File: config.mk
export PLATFORM = sky130hd
export DESIGN_NAME = cbo_top
export DESIGN_NICKNAME = d
export VERILOG_FILES = /design/src/hdl/cbo_pkg.sv /design/src/hdl/cbo_prescaler.sv /design/src/hdl/cbo_top.sv
export SDC_FILE = /design/constraint.sdc
export NUM_CORES = 1
export LEC_CHECK = 0
export BUFFER_PORTS_ARGS = -buffer_cell sky130_fd_sc_hd__buf_2
export CAP_MARGIN = 20
export CORE_MARGIN = 5
export CORE_UTILIZATION = 49
export CTS_CLUSTER_DIAMETER = 40
export DETAILED_ROUTE_END_ITERATION = 12
export PLACE_DENSITY_LB_ADDON = 0.12
export RECOVER_POWER = 50
export SYNTH_ARGS = -nofsm -noshare
export SYNTH_HDL_FRONTEND = slang
export SYNTH_SLANG_ARGS = --single-unit
File: constraint.sdc
create_clock -name i_ref_clk -period 3.8 [get_ports i_ref_clk]
set_input_delay 0 -clock i_ref_clk [delete_from_list [all_inputs] [get_ports i_ref_clk]]
set_output_delay 0 -clock i_ref_clk [all_outputs]
set_load 0.05 [all_outputs]
File: src/hdl/cbo_pkg.sv
/*
 * Shared constants of the clock and buzzer output generator:
 * register map, field positions, reset values and divider layout.
 * Assumes a single 100 MHz main clock and a plain register port.
 */
package cbo_pkg;
    localparam int          ADDR_W        = 20;
    localparam int          DATA_W        = 8;
    localparam int          DIV_W         = 13;
    localparam int          SEL_W         = 3;
    // Register byte addresses
    localparam logic [19:0] ADDR_CKSEL    = 20'hfffa5;
    localparam logic [19:0] ADDR_REDIR    = 20'hfffa6;
    // Field positions inside the select and redirect registers
    localparam int          BIT_OE        = 7;
    localparam int          BIT_SEL_LO    = 0;
    localparam int          BIT_REDIR     = 0;
    // Reset values
    localparam logic [7:0]  CKSEL_RST     = 8'h00;
    localparam logic        REDIR_RST     = 1'b0;
    // Divider shift for each select code (output = main / 2^shift, main / 2 for shift 0)
    localparam logic [3:0]  SHIFT_TAB [8] = '{4'h0, 4'h1, 4'h2, 4'h3,
                                              4'h4, 4'hb, 4'hc, 4'hd};
    localparam logic [12:0] DIV_ZERO      = 13'h0000;
    localparam logic [12:0] DIV_ONE       = 13'h0001;
endpackage : cbo_pkg

File: src/hdl/cbo_prescaler.sv
/*
 * Free running prescaler of the main clock.
 * Gives only the DIV_W-bit count; the caller decodes from it a one-cycle
 * enable at each edge of the divided clock; ratio 1 toggles every cycle, handled by the caller.
 */
`timescale 1ns/1ps
module cbo_prescaler
    import cbo_pkg::*;
(
    input  wire logic              i_ref_clk,
    input  wire logic              i_rst,
    output logic [DIV_W-1:0]       o_count
);
    logic [DIV_W-1:0] count_q;

    always_ff @(posedge i_ref_clk or posedge i_rst) begin
        if (i_rst) begin
            count_q <= DIV_ZERO;
        end else begin
            count_q <= count_q + DIV_ONE;
        end
    end

    assign o_count = count_q;
endmodule : cbo_prescaler

File: src/hdl/cbo_top.sv
/*
 * Clock and buzzer output generator.
 * Holds the select register and the redirect bit, divides the main clock
 * and drives one of two pins with a glitch-free gated square wave.
 * Assumes a bus master on the same clock that never issues read and
 * write together, and port pads configured by software elsewhere.
 */
`timescale 1ns/1ps

module cbo_top
    import cbo_pkg::*;
(
    input  wire logic              i_ref_clk,
    input  wire logic              i_rst,
    input  wire logic [ADDR_W-1:0] i_addr,
    input  wire logic [DATA_W-1:0] i_wdata,
    input  wire logic [DATA_W-1:0] i_wmask,
    input  wire logic              i_wr,
    input  wire logic              i_rd,
    output logic      [DATA_W-1:0] o_rdata,
    output logic                   o_pin_main,
    output logic                   o_pin_alt,
    output logic                   o_running
);
    import cbo_pkg::*;

    logic             oe_q;
    logic [SEL_W-1:0] sel_q;
    logic             redir_q;
    logic [7:0]       rdata_q;
    logic             run_q;
    logic             wave_q;
    logic             pin_main_q;
    logic             pin_alt_q;
    logic [DIV_W-1:0] count;

    function automatic logic [7:0] merge(input logic [7:0] old_v,
                                         input logic [7:0] new_v,
                                         input logic [7:0] mask);
        merge = (old_v & ~mask) | (new_v & mask);
    endfunction : merge

    wire         hit_cksel = (i_addr == ADDR_CKSEL);
    wire         hit_redir = (i_addr == ADDR_REDIR);
    wire [7:0]   cksel_now = {oe_q, 4'h0, sel_q};
    wire [7:0]   cksel_new = merge(cksel_now, i_wdata, i_wmask);
    wire [7:0]   redir_new = merge({7'h00, redir_q}, i_wdata, i_wmask);
    wire [7:0]   rd_mux    = hit_cksel ? cksel_now :
                             hit_redir ? {7'h00, redir_q} : 8'h00;
    wire [3:0]   shift     = SHIFT_TAB[sel_q];
    // Divided wave phase: bit (shift-1) of the prescaler, or a toggle for /1
    wire         div_bit   = (shift == 4'h0) ? 1'b0 : count[shift - 4'h1];
    wire         tick_mask = (shift == 4'h0) ? 1'b1 :
                             ((count & ((DIV_ONE << (shift - 4'h1)) - DIV_ONE))
                              == ((DIV_ONE << (shift - 4'h1)) - DIV_ONE));
    wire         next_wave = (shift == 4'h0) ? ~wave_q : ~div_bit;
    // change at end of low half
    // Only where a high half starts next, so run and wave rise together
    wire         at_low    = ~wave_q & tick_mask & next_wave;

    cbo_prescaler u_pre (
        .i_ref_clk (i_ref_clk),
        .i_rst     (i_rst),
        .o_count   (count)
    );

    always_ff @(posedge i_ref_clk or posedge i_rst) begin
        if (i_rst) begin
            oe_q    <= CKSEL_RST[BIT_OE];
            sel_q   <= CKSEL_RST[SEL_W-1:0];
            redir_q <= REDIR_RST;
        end else if (i_wr && hit_cksel) begin
            oe_q    <= cksel_new[BIT_OE];
            sel_q   <= cksel_new[BIT_SEL_LO +: SEL_W];
        end else if (i_wr && hit_redir) begin
            redir_q <= redir_new[BIT_REDIR];
        end
    end

    always_ff @(posedge i_ref_clk or posedge i_rst) begin
        if (i_rst) begin
            rdata_q <= 8'h00;
        end else begin
            rdata_q <= i_rd ? rd_mux : 8'h00;
        end
    end

    always_ff @(posedge i_ref_clk or posedge i_rst) begin
        if (i_rst) begin
            run_q  <= 1'b0;
            wave_q <= 1'b0;
        end else if (tick_mask) begin
            if (at_low) begin
                run_q <= oe_q;
            end
            wave_q <= (at_low ? oe_q : run_q) & next_wave;
        end
    end

    always_ff @(posedge i_ref_clk or posedge i_rst) begin
        if (i_rst) begin
            pin_main_q <= 1'b0;
            pin_alt_q  <= 1'b0;
        end else begin
            pin_main_q <= wave_q & ~redir_q;
            pin_alt_q  <= wave_q & redir_q;
        end
    end

    assign o_rdata    = rdata_q;
    assign o_pin_main = pin_main_q;
    assign o_pin_alt  = pin_alt_q;
    assign o_running  = run_q;
endmodule : cbo_top

== After elaboration in Yosys (flattened, before gate mapping) ==
Memories as Yosys holds them, arrays and structs flattened.
Index checks and enable logic that the tools add are counted.
Word-level totals
  bits in read-only memories: 32
  bits in registers: 30
  memories: 1
  word-level logic and storage cells: 51
Operators by class
  shift operators: 1
  reductions and logical operators: 4
  mux-type cells: 11
  equal/unequal tests: 3
  order comparisons: 2
  bitwise logic cells: 17
  $add $sub $neg: 3
Memories
  (no name shown): depth 8, bits a word 4, rd ports 1, clocked after Yosys merged registers in 0, write ports 0, line cbo_top.sv:50  | wire [3:0] shift = SHIFT_TAB[sel_q];
Operators by type and width (number)
  $eq A20 B20 Y1 const B: 2
  $and A8 B8 Y8: 2
  $mux W8: 2
  $add A13 B1 Y13 const B: 1
  $and A13 B13 Y13: 1
  $eq A13 B13 Y1: 1
  $shl A1 B4 Y13 const A: 1
  $sub A13 B1 Y13 const B: 1
  $mux W4: 2
  $not A8 Y8: 1
  $or A8 B8 Y8: 1
  $and A1 B1 Y1: 6
  $mux W1: 6
  $lt A4 B5 Y1 const B: 1
  $bmux W1 S4: 1
  $ge A4 B4 Y1 const B: 1
  $logic_not A4 Y1: 1
  $not A1 Y1: 4
  $not A3 Y4: 1
  $sub A4 B1 Y4 const B: 1
  $logic_and A1 B1 Y1: 2
  $reduce_and A2 Y1: 1
  $or A1 B1 Y1: 1

== Longest topological paths before layout ==
Gate-level depths: netlist of the first run.
  word-level depth: 14
  depth in mapped cells: 18
  mapped depth without buffers: 14

== By module ==
Synthesis of the first run repeated with hierarchy kept, for this count alone.
Unflattened totals
  cell total of the unflattened synthesis: 232
  area total of the unflattened synthesis: 2064.5 sq um
By module, submodules not included
  cbo_top: cells an instance 187, instances 1, area each 1520.2 sq um
  cbo_prescaler: cells an instance 45, instances 1, area each 544.3 sq um

== Least setup slack after synthesis of the first run ==
No wires, ideal clock.
  path kind: register to register
  start: reg with a tool-made name
  end: reg wave_q
  stages on the path, launching flop included: 19
  arrival: 3.694 ns
  period minus slack after synthesis: 3.775 ns
  data required time: 3.720 ns
  slack: 0.025 ns
  buffers on the path: 4
  cell sequence: dfrtp_1 -> buf_2 -> buf_2 -> nand3b_1 -> a21boi_0 -> ha_1 -> buf_2 -> buf_4 -> nand2_1 -> o22ai_4 -> nand2_4 -> ha_1 -> nor2_1 -> a41oi_1 -> o311ai_1 -> a2111oi_4 -> nand4_2 -> or4_4 -> o211ai_2
RTL lines
  end signal, assigned: line cbo_top.sv:96  | wave_q <= (at_low ? oe_q : run_q) & next_wave;
  end, declared: line cbo_top.sv:32  | logic wave_q;

==> results of run 1 <==
[layer usage]
layer	up-vias	global-route usage, %	part of all wire [%]
li1	955	-	-
met1	948	27.9	47
met2	46	27.9	47
met3	4	2.46	4.8
met4	0	4.47	0.68
met5	-	0	0
[worst paths after layout]
path	start	endpoint	slack, ns	cells past startpoint
max in group asynchronous	i_rst	async pin	2.44	4
worst max register to register	flop	wave_q	0.42	14
worst max-delay path	flop	wave_q	0.42	14
worst min-delay path	i_wmask[7]	flop	0.02	3
min in group asynchronous	i_rst	u_pre.o_count[5]	0.20	3
worst min register to register	flop	o_pin_main	0.49	1
[stage by stage]
| stage | setup slack, ns | hold slack [ns] |
|---|---|---|
| 2_1_floorplan | 0.0253 | 0.0400 |
| 3_3_place_gp | 0.492 | 0.212 |
| 3_5_place_dp | 0.454 | 0.217 |
| 4_1_cts | 0.423 | 0.0257 |
| 5_1_grt | 0.178 | 0.0276 |
| 6_report | 0.419 | 0.0236 |
[area by class of cell]
cell class	instances	area [um^2]	share of cell area [%]
Tap cell	52	65.1	2.56
Multi-Input combinational cell	187	1390	54.6
Inverter	12	45.0	1.77
Sequential cell	26	651	25.6
Clock buffer	3	41.3	1.63
Timing Repair Buffer	54	322	12.7
Clock inverter	1	30.0	1.18
[cell usage in the layout, fill, tap and decap left out, types with 6 or more instances in the layout]
cell type / Yosys / final
inv_1: 10 / 10
ha_1: 7 / 7
dlygate4sd3_1: 0 / 6
nor3_1: 6 / 6
nor2_1: 11 / 11
o21ai_0: 7 / 7
xnor2_1: 13 / 13
a21oi_1: 9 / 9
nand3_1: 11 / 11
nand2_1: 17 / 17
mux2_1: 6 / 6
buf_4: 7 / 9
buf_2: 8 / 38
dfrtp_1: 26 / 26
nand2b_1: 8 / 8
[cell usage after synthesis (3+ instances only)]
cell	instances	area, um^2
nand4_1	4	25.0
mux2_1	6	67.6
xor2_1	5	43.8
o21ai_0	7	35.0
nand2_1	17	63.8
a211oi_1	5	37.5
buf_2	8	40.0
ha_1	7	87.6
nand3_1	11	55.1
nor2b_1	4	25.0
inv_1	10	37.5
a21o_1	3	22.5
buf_4	7	52.6
xnor2_1	13	114
and3_1	5	31.3
mux2i_1	3	30.0
a21oi_1	9	45.0
buf_6	3	33.8
nor2_1	11	41.3
dfrtp_1	26	651
nand2b_1	8	50.1
o31ai_1	4	30.0
nor3_1	6	30.0
[worst register-to-register path, delay by kind of cell (launching register included)]
kind            cells  cell delay [ns]
simple gates        4             0.89
compound gates      5             0.83
buf+inv             3             0.69
fa+ha+maj           2             0.55
flops               1             0.36
[cells by family after synthesis]
kind of cell	count (synthesis)
simple gates	89
compound gates	59
buf+inv	31
flops	26
xor+xnor	18
mux	10
fa+ha+maj	7
other cells	1
[power breakdown]
| group | internal [mW] | switching, mW |
|---|---|---|
| combinational | 0.0170 | 0.0200 |
| sequential | 0.276 | 0.00000101 |
| clock | 0.141 | 0.0903 |
| total | 0.434 | 0.110 |
==> summary.txt, run 1 <==
Flow run
  • Max-cap viol count: 0

Timing
  • Unrepaired setup endpoints after global routing: false
  • Final Skew: 0.00477 ns
  • Final min period: ~3.4 ns
  • # setup viols final: 0
  • Least-Margin Pin Slew: around 0.94 ns
  • Slew HR: 37.1%
  • Setup TNS: 0 ns
  • Final period utilization: 89.0%
  • Final Hold Vio Count: 0
  • Fmax: roughly 300 MHz
  • Final Max Slew Viols: 0

Outcome
  • Run status: finished clean

Place
  • Final HPWL DP: 4090 um
  • Cell area after placement: approximately 2400 um^2
  • Dpl cells: between 300 and 400
  • RD Place Congestion: roughly 0.91
  • Port buffer count: 38

Logic synthesis
  • Post-synth design cell area: ~2200 um^2
  • Mapped Cells: around 240
  • Post-synthesis mux area share: around 5.5%
  • Compound-Gate Fraction of Synth Area: between 20 and 25%
  • Post-synthesis sequential area ratio: 29.6%
  • Post-synth EDFFs: 0
  • Post-Synth XOR/XNOR Area: under 10%
  • Post-synthesis cell type count: around 70
  • Synthesis-stage register bit count: 26
  • Asr flop ratio synth: 100%
  • Syn avg cell area: a little over 9 um^2
  • Synth Flop Type: dfrtp_1
  • Adder-Cell Fraction of Synth Area: under 10%
  • YS warnings: 0
  • Largest family of logic cells by synthesized area: simple AND/OR/NAND/NOR gates
  • Synth Area in Simple Gates: a little under a quarter

Setup path
  • Setup crit end kind: flop
  • Crit path required time: between 4 and 5 ns
  • Type of origin of the critical path: flop
  • Maximum fanout along the worst path: 23
  • CP Cell Sequence: buf_4 > inv_1 > ha_1 > buf_4 > o22ai_4 > nand2_1 > ha_1 > nor2_1 > a41oi_1 > o311ai_1 > a2111oi_4 > nand4_2 > or4_4 > o211ai_2
  • CP bufs+invs: 3
  • Crit path arrival time: around 3.6 ns
  • Critical path class: reg -> reg
  • Largest stage delay on the critical path: 0.57 ns
  • Critical path's top delay family: simple AND/OR/NAND/NOR gates
  • Worst path slowest cell: or4_4

Die
  • Die Span Y: around 77 um
  • Ports: 51
  • Initial Util: 50.5%
  • Floorplan core area: around 4400 um^2
  • Num rows: 24
  • Die area: between 5000 and 6000 um^2
  • Die width: slightly below 80 um

Route
  • Via-per-instance ratio: ~5.8
  • DRT iter0 DRCs: 156
  • Vias post-DR: slightly below 2000
  • Drt drc: 0
  • WL per Instance: around 16 um
  • Remaining antenna violation count: 0
  • Routed WL: around 5300 um
  • Pre-Repair DR Iteration Count: 4

Clock tree
  • CTS root buffer: clkbuf_8
  • Cts hold-fix bufs: 6
  • Worst-path clk slew: 0.09 ns
  • Clk sinks: 26
  • Clock buffer depth: 2
  • Post_cts resized: 0
  • Setup Fix Bufs, Post-CTS: 0
  • Clk_lat worst skew: 0.27 ns
  • Number of H-tree levels: 1
  • CTS tree: built
  • CTS buffer count: 3

Hold path
  • Worst hold path class: in -> reg

Cells and area
  • Layout cell share with drive strength beyond 1: a little under a quarter
  • Layout Utilization: 58.3%
  • Synth-to-layout area growth: 15.4%
  • Fin cells: ~340
  • FILL cells: 397
  • Fin area: ~2500 um^2
  • Diodes inserted: 0
  • Nets: 331

GRT
  • Largest net degree at the start of global routing: 27
  • GR Overflow Total: 0
  • Initial antenna violation count: 0
  • Total GRT Usage: 18.5%
  • First-pass GRT wire length: ~9000 um
  • Vias in the first global route: between 1500 and 2000

Power
  • Power Total: between 0.5 and 0.6 mW
  • Leakage power: 1.16 nW
  • Peak VDD IR: around 0.21 mV
  • PD cells: between 200 and 250 nW/um^2
Note: power is estimated with default switching activity, not from simulation.
==> inputs of run 2 (changes only) <==
Settings changed: REMOVE_ABC_BUFFERS set to 1.
==> summary.txt, run 2 (same netlist as run 1, synthesis figures left out) <==
Outcome
  • Run status: finished clean

Setup path
  • Critical path class: reg -> reg
  • Cell mode on critical path: ha_1
  • Maximum fanout along the worst path: 27
  • Crit path required time: between 3 and 4 ns
  • CP Cell Sequence: inv_2 > a21boi_0 > ha_1 > buf_4 > o22ai_4 > nand2_4 > ha_1 > o311ai_1 > o311a_1 > o21bai_1 > nand4_2 > or4_4 > o211ai_2
  • Critical path's top delay family: compound AO/OA/AOI/OAI gates
  • Largest stage delay on the critical path: approximately 0.57 ns
  • Crit path arrival time: around 3.7 ns
  • Setup crit end kind: flop
  • Type of origin of the critical path: flop
  • Worst path slowest cell: or4_4
  • CP bufs+invs: 2

Timing
  • Hold Slack: around 0.033 ns
  • # setup viols final: 0
  • Final Hold Vio Count: 0
  • Unrepaired setup endpoints after global routing: false
  • Slew HR: 37.1%
  • Final Skew: ~0.0021 ns
  • Setup TNS: 0 ns
  • Fmax: 286 MHz
  • Final min period: between 3 and 4 ns
  • Final period utilization: between 90 and 100%
  • Least-Margin Pin Slew: 0.943 ns
  • Final Max Slew Viols: 0

GRT
  • Total GRT Usage: 17.6%
  • GR Overflow Total: 0
  • Vias in the first global route: around 1800
  • First-pass GRT wire length: about 8700 um
  • Largest net degree at the start of global routing: 28
  • Initial antenna violation count: 0

Power
  • Leakage power: about 1.1 nW
  • Sequential Power Share: between 50 and 60%
  • Net Switching: roughly 0.097 mW
  • Peak VDD IR: between 0.2 and 0.25 mV
  • Int Pwr: ~0.36 mW
  • Sw Ratio: 21.1%
  • PD cells: 185 nW/um^2
  • Power share of the combinational group: between 7 and 8%
  • Clk pwr share: 32.1%

Die
  • Num rows: 24
  • Ports: 51
  • Floorplan core area: roughly 4400 um^2
  • Die Span Y: 77 um
  • Initial Util: 50.5%
  • Die area: 5930 um^2
  • Die width: 77 um

Route
  • DR top layer: met4
  • Vias post-DR: between 1500 and 2000
  • Met3 Wirelength: about 240 um
  • DRT iter0 DRCs: 121
  • WL met2: between 2000 and 3000 um
  • Remaining antenna violation count: 0
  • Metal-1 WL: approximately 2500 um
  • Pre-Repair DR Iteration Count: 5
  • Routed WL: roughly 5300 um
  • WL per Instance: between 15 and 20 um
  • Via-per-instance ratio: between 5 and 6
  • Drt drc: 0

Clock tree
  • Worst-path clk slew: approximately 0.080 ns
  • CTS root buffer: clkbuf_8
  • Clk_lat worst skew: approximately 0.26 ns
  • Clk sinks: 26
  • Number of H-tree levels: 1
  • Post_cts resized: 0
  • Setup Fix Bufs, Post-CTS: 0
  • CTS buffer count: 3
  • CTS tree: built
  • Clock buffer depth: 2
  • Cts hold-fix bufs: 6

Place
  • Final HPWL DP: between 4000 and 5000 um
  • Port buffer count: 38
  • Dpl cells: 324
  • RD Place Congestion: ~0.9

Cells and area
  • Layout Utilization: 57.2%
  • Synth-to-layout area growth: 13.1%
  • Commonest cells after routing, fill and taps aside: buf_2 (31), dfrtp_1 (26), nand2_1 (17)
  • Commonest non-fill, non-tap cell in the layout: buf_2
  • Nets: 330
  • Fin cells: between 300 and 400
  • Layout cell share with drive strength beyond 1: between 20% and 30%
  • Diodes inserted: 0

Hold path
  • Worst hold path class: in -> reg

Flow run
  • Max-cap viol count: 0
==> run 2: changes by cell type in the layout (fill, tap and decap cells not counted), sizes merged <==
cell	before	now
bufinv	1	0
buf	47	38
clkbuf	4	12
==> run 2: path summary, 6_finish.rpt <==
kind                            start                to  slack (ns)  cells after the start
min reg2reg                      flop        o_pin_main        0.48                      1
max in group asynchronous       i_rst         o_pin_alt        2.74                      3
min                        i_wmask[2]              flop        0.03                      3
max                              flop            wave_q        0.30                     13
max reg2reg                      flop            wave_q        0.30                     13
min in group asynchronous       i_rst  u_pre.o_count[5]        0.49                      3
==> run 2: final cells by class <==
cell class / count / area (um^2)
timing repair buffer: 53 / 302
clock buffer: 3 / 41.3
multi-input combinational: 187 / 1390
sequential: 26 / 651
fill: 403 / 1870
tap: 52 / 65.1
inverter: 12 / 45.0
==> run 2: per-layer routing <==
layer / up-vias / track usage [%]
met4: 0 / 2.58
met3: 2 / 2.81
li1: 955 / -
met5: - / 0
met1: 933 / 26.0
met2: 46 / 27.5
==> run 2: through the flow <==
| stage | power [mW] | worst slack (ns) | instance area (um^2) |
|---|---|---|---|
| after global routing | 0.485 | 0.0780 | 2490 |
| after floorplan | 0.297 | -0.280 | 2080 |
| final | 0.461 | 0.304 | 2490 |
| after CTS | 0.467 | 0.319 | 2500 |
| after detailed placement | 0.314 | 0.341 | 2400 |
| after global placement | 0.313 | 0.380 | 2400 |
==> run 2: worst reg2reg max path: cells and delay by family (launching register included) <==
| kind | cells | cell delay [ns] |
|---|---|---|
| AOI/OAI and AO/OA | 6 | 1.18 |
| DFF | 1 | 0.53 |
| and+or+nand+nor | 3 | 0.85 |
| adders and majority gates | 2 | 0.43 |
| buffers and inverters | 2 | 0.44 |
==> run 2: power groups by stage <==
| stage | clock (mW) | sequential [mW] | combinational [mW] |
|---|---|---|---|
| 6_report | 0.148 | 0.276 | 0.0366 |
| 5_1_grt | 0.167 | 0.276 | 0.0408 |
| 4_1_cts | 0.153 | 0.276 | 0.0371 |
| 3_5_place_dp | 0 | 0.282 | 0.0323 |
| 3_3_place_gp | 0 | 0.282 | 0.0313 |
| 2_1_floorplan | 0 | 0.282 | 0.0152 |
==> inputs of run 3 (changes only) <==
Settings changed: CORE_UTILIZATION 49 to 54.
Clock period 3.8 ns to 3.5 ns, I/O delays scaled along.
==> summary.txt, run 3 (same netlist as run 1, synthesis figures left out) <==
Route
  • WL per Instance: 15.5 um
  • Drt drc: 0
  • Remaining antenna violation count: 0
  • Vias post-DR: slightly below 2000
  • Via-per-instance ratio: between 5 and 6
  • Routed WL: approximately 5200 um
  • DRT iter0 DRCs: slightly above 200
  • Pre-Repair DR Iteration Count: 4

Cells and area
  • Diodes inserted: 0
  • Multi-input logic area: about 1400 um^2
  • FILL cells: 325
  • Sequential Area: about 650 um^2
  • Commonest cells after routing, fill and taps aside: buf_2 (38), dfrtp_1 (26), nand2_1 (17)
  • Commonest non-fill, non-tap cell in the layout: buf_2
  • Layout cell share with drive strength beyond 1: 24.3%
  • Nets: between 300 and 400
  • Fin area: between 2000 and 3000 um^2
  • Synth-to-layout area growth: 15.5%

Timing
  • Unrepaired setup endpoints after global routing: false
  • Final min period: between 3 and 4 ns
  • Final Hold Vio Count: 0
  • # setup viols final: 0
  • Fmax: 306 MHz
  • Final Skew: 0.00302 ns
  • Final Max Slew Viols: 0
  • Setup TNS: 0 ns
  • Final period utilization: between 90% and 100%
  • Slew HR: a little under two fifths
  • Least-Margin Pin Slew: 0.950 ns

Clock tree
  • Number of H-tree levels: 1
  • Worst-path clk slew: approximately 0.08 ns
  • Setup Fix Bufs, Post-CTS: 0
  • Clock buffer depth: 2
  • Clk_lat worst skew: 0.27 ns
  • CTS root buffer: clkbuf_8
  • CTS tree: built
  • CTS buffer count: 3
  • Clk sinks: 26

Place
  • Cell area after placement: between 2000 and 2500 um^2
  • Port buffer count: 38
  • Final HPWL DP: a little under 4000 um
  • RD Place Congestion: roughly 0.88

Setup path
  • Cell mode on critical path: ha_1
  • Worst path slowest cell: or4_4
  • Critical path class: reg -> reg
  • Setup crit end kind: flop
  • Crit path required time: approximately 3.7 ns
  • Setup slack, reg-to-reg: roughly 0.23 ns
  • Largest stage delay on the critical path: ~0.57 ns
  • Type of origin of the critical path: flop
  • Crit path arrival time: approximately 3.5 ns
  • Maximum fanout along the worst path: 4
  • Number of cells on the worst reg-to-reg path: 14
  • Reg2reg end: wave_q
  • CP Cell Sequence: nand3b_1 > a21boi_1 > ha_1 > nand2_1 > o22ai_4 > nand2_4 > ha_1 > nor2_1 > a41oi_1 > o311ai_1 > a2111oi_4 > nand4_2 > or4_4 > o211ai_2

Die
  • Initial Util: between 50% and 60%
  • Floorplan core area: between 3000 and 4000 um^2
  • Die Span Y: around 74 um
  • Num rows: 23
  • Die width: roughly 74 um
  • Die area: approximately 5400 um^2
  • Ports: 51

Power
  • Leakage power: around 1.2 nW
  • Peak VDD IR: ~0.22 mV
  • PD cells: around 200 nW/um^2

Hold path
  • Hold Path Origin: i_wmask[7]
  • Worst hold path class: in -> reg
  • Hold path depth: 3

Outcome
  • Run status: finished clean

GRT
  • Largest net degree at the start of global routing: 28
  • GR Overflow Total: 0
  • Initial antenna violation count: 0
  • Vias in the first global route: approximately 1900
  • Total GRT Usage: between 20% and 30%
  • First-pass GRT wire length: between 8000 and 9000 um

Flow run
  • Max-cap viol count: 0
==> run 3: cell types whose count changed in the layout (fill, tap and decap cells not counted) <==
cell / before / now
and2_1: 2 / 1
a21boi_0: 1 / 0
and2_0: 0 / 1
buf_12: 0 / 1
o41ai_1: 1 / 0
o41ai_2: 0 / 1
a21boi_1: 0 / 1
buf_2: 31 / 38
clkbuf_1: 9 / 1
buf_4: 7 / 10
==> run 3: critical path, delay by kind of cell (launching register included) <==
| kind | cells | cell delay, ns |
|---|---|---|
| flops | 1 | 0.39 |
| fa+ha+maj | 2 | 0.56 |
| simple gates | 6 | 1.15 |
| compound gates | 6 | 1.10 |
==> run 3: cell type report <==
cell class                      count  share of cell area [%]
Clock buffer                        3                    1.62
Inverter                           12                    1.77
Multi-Input combinational cell    187                    54.8
Sequential cell                    26                    25.6
Tap cell                           50                    2.46
Timing Repair Buffer               56                    13.7
==> run 3: where the power goes <==
group	internal [mW]	leakage, nW	switching (mW)
combinational	0.0185	0.797	0.0219
clock	0.0773	0.0216	0.0905
sequential	0.300	0.349	0.000000967
total	0.396	1.17	0.112
==> run 3: worst max path at each step <==
stage                     from  endpoint  slack (ns)
after floorplan           flop    wave_q       -0.58
after global placement    flop    wave_q        0.24
after detailed placement  flop    wave_q        0.18
after CTS                 flop    wave_q        0.16
after global routing      flop    wave_q        0.04
final                     flop    wave_q        0.23
==> run 3: timing repair <==
| item | 4_1_cts | 5_1_grt |
|---|---|---|
| endpoints found under the setup margin | 0 | 1 |
| hold buffers | 6 | 0 |
| hold endpoints to repair | 32 | 0 |
| gates resized for setup | 0 | 2 |
==> run 3: metal layers <==
layer / GRT usage (%) / wire length (um)
met5: 0 / 0
met4: 6.44 / 85
met3: 2.87 / 314
met2: 34.6 / 2530
met1: 26.0 / 2260
==> run 3: stage by stage <==
stage	power [mW]	util, %	instances	hold WS (ns)	worst slack [ns]
after floorplan	0.323	-	225	0.0400	-0.580
after detailed placement	0.341	61.2	324	0.219	0.181
after CTS	0.509	63.7	333	0.0288	0.159
after global placement	0.340	61.2	324	0.215	0.242
after global routing	0.525	64.0	334	0.0471	0.0427
final	0.508	64.0	334	0.0288	0.234
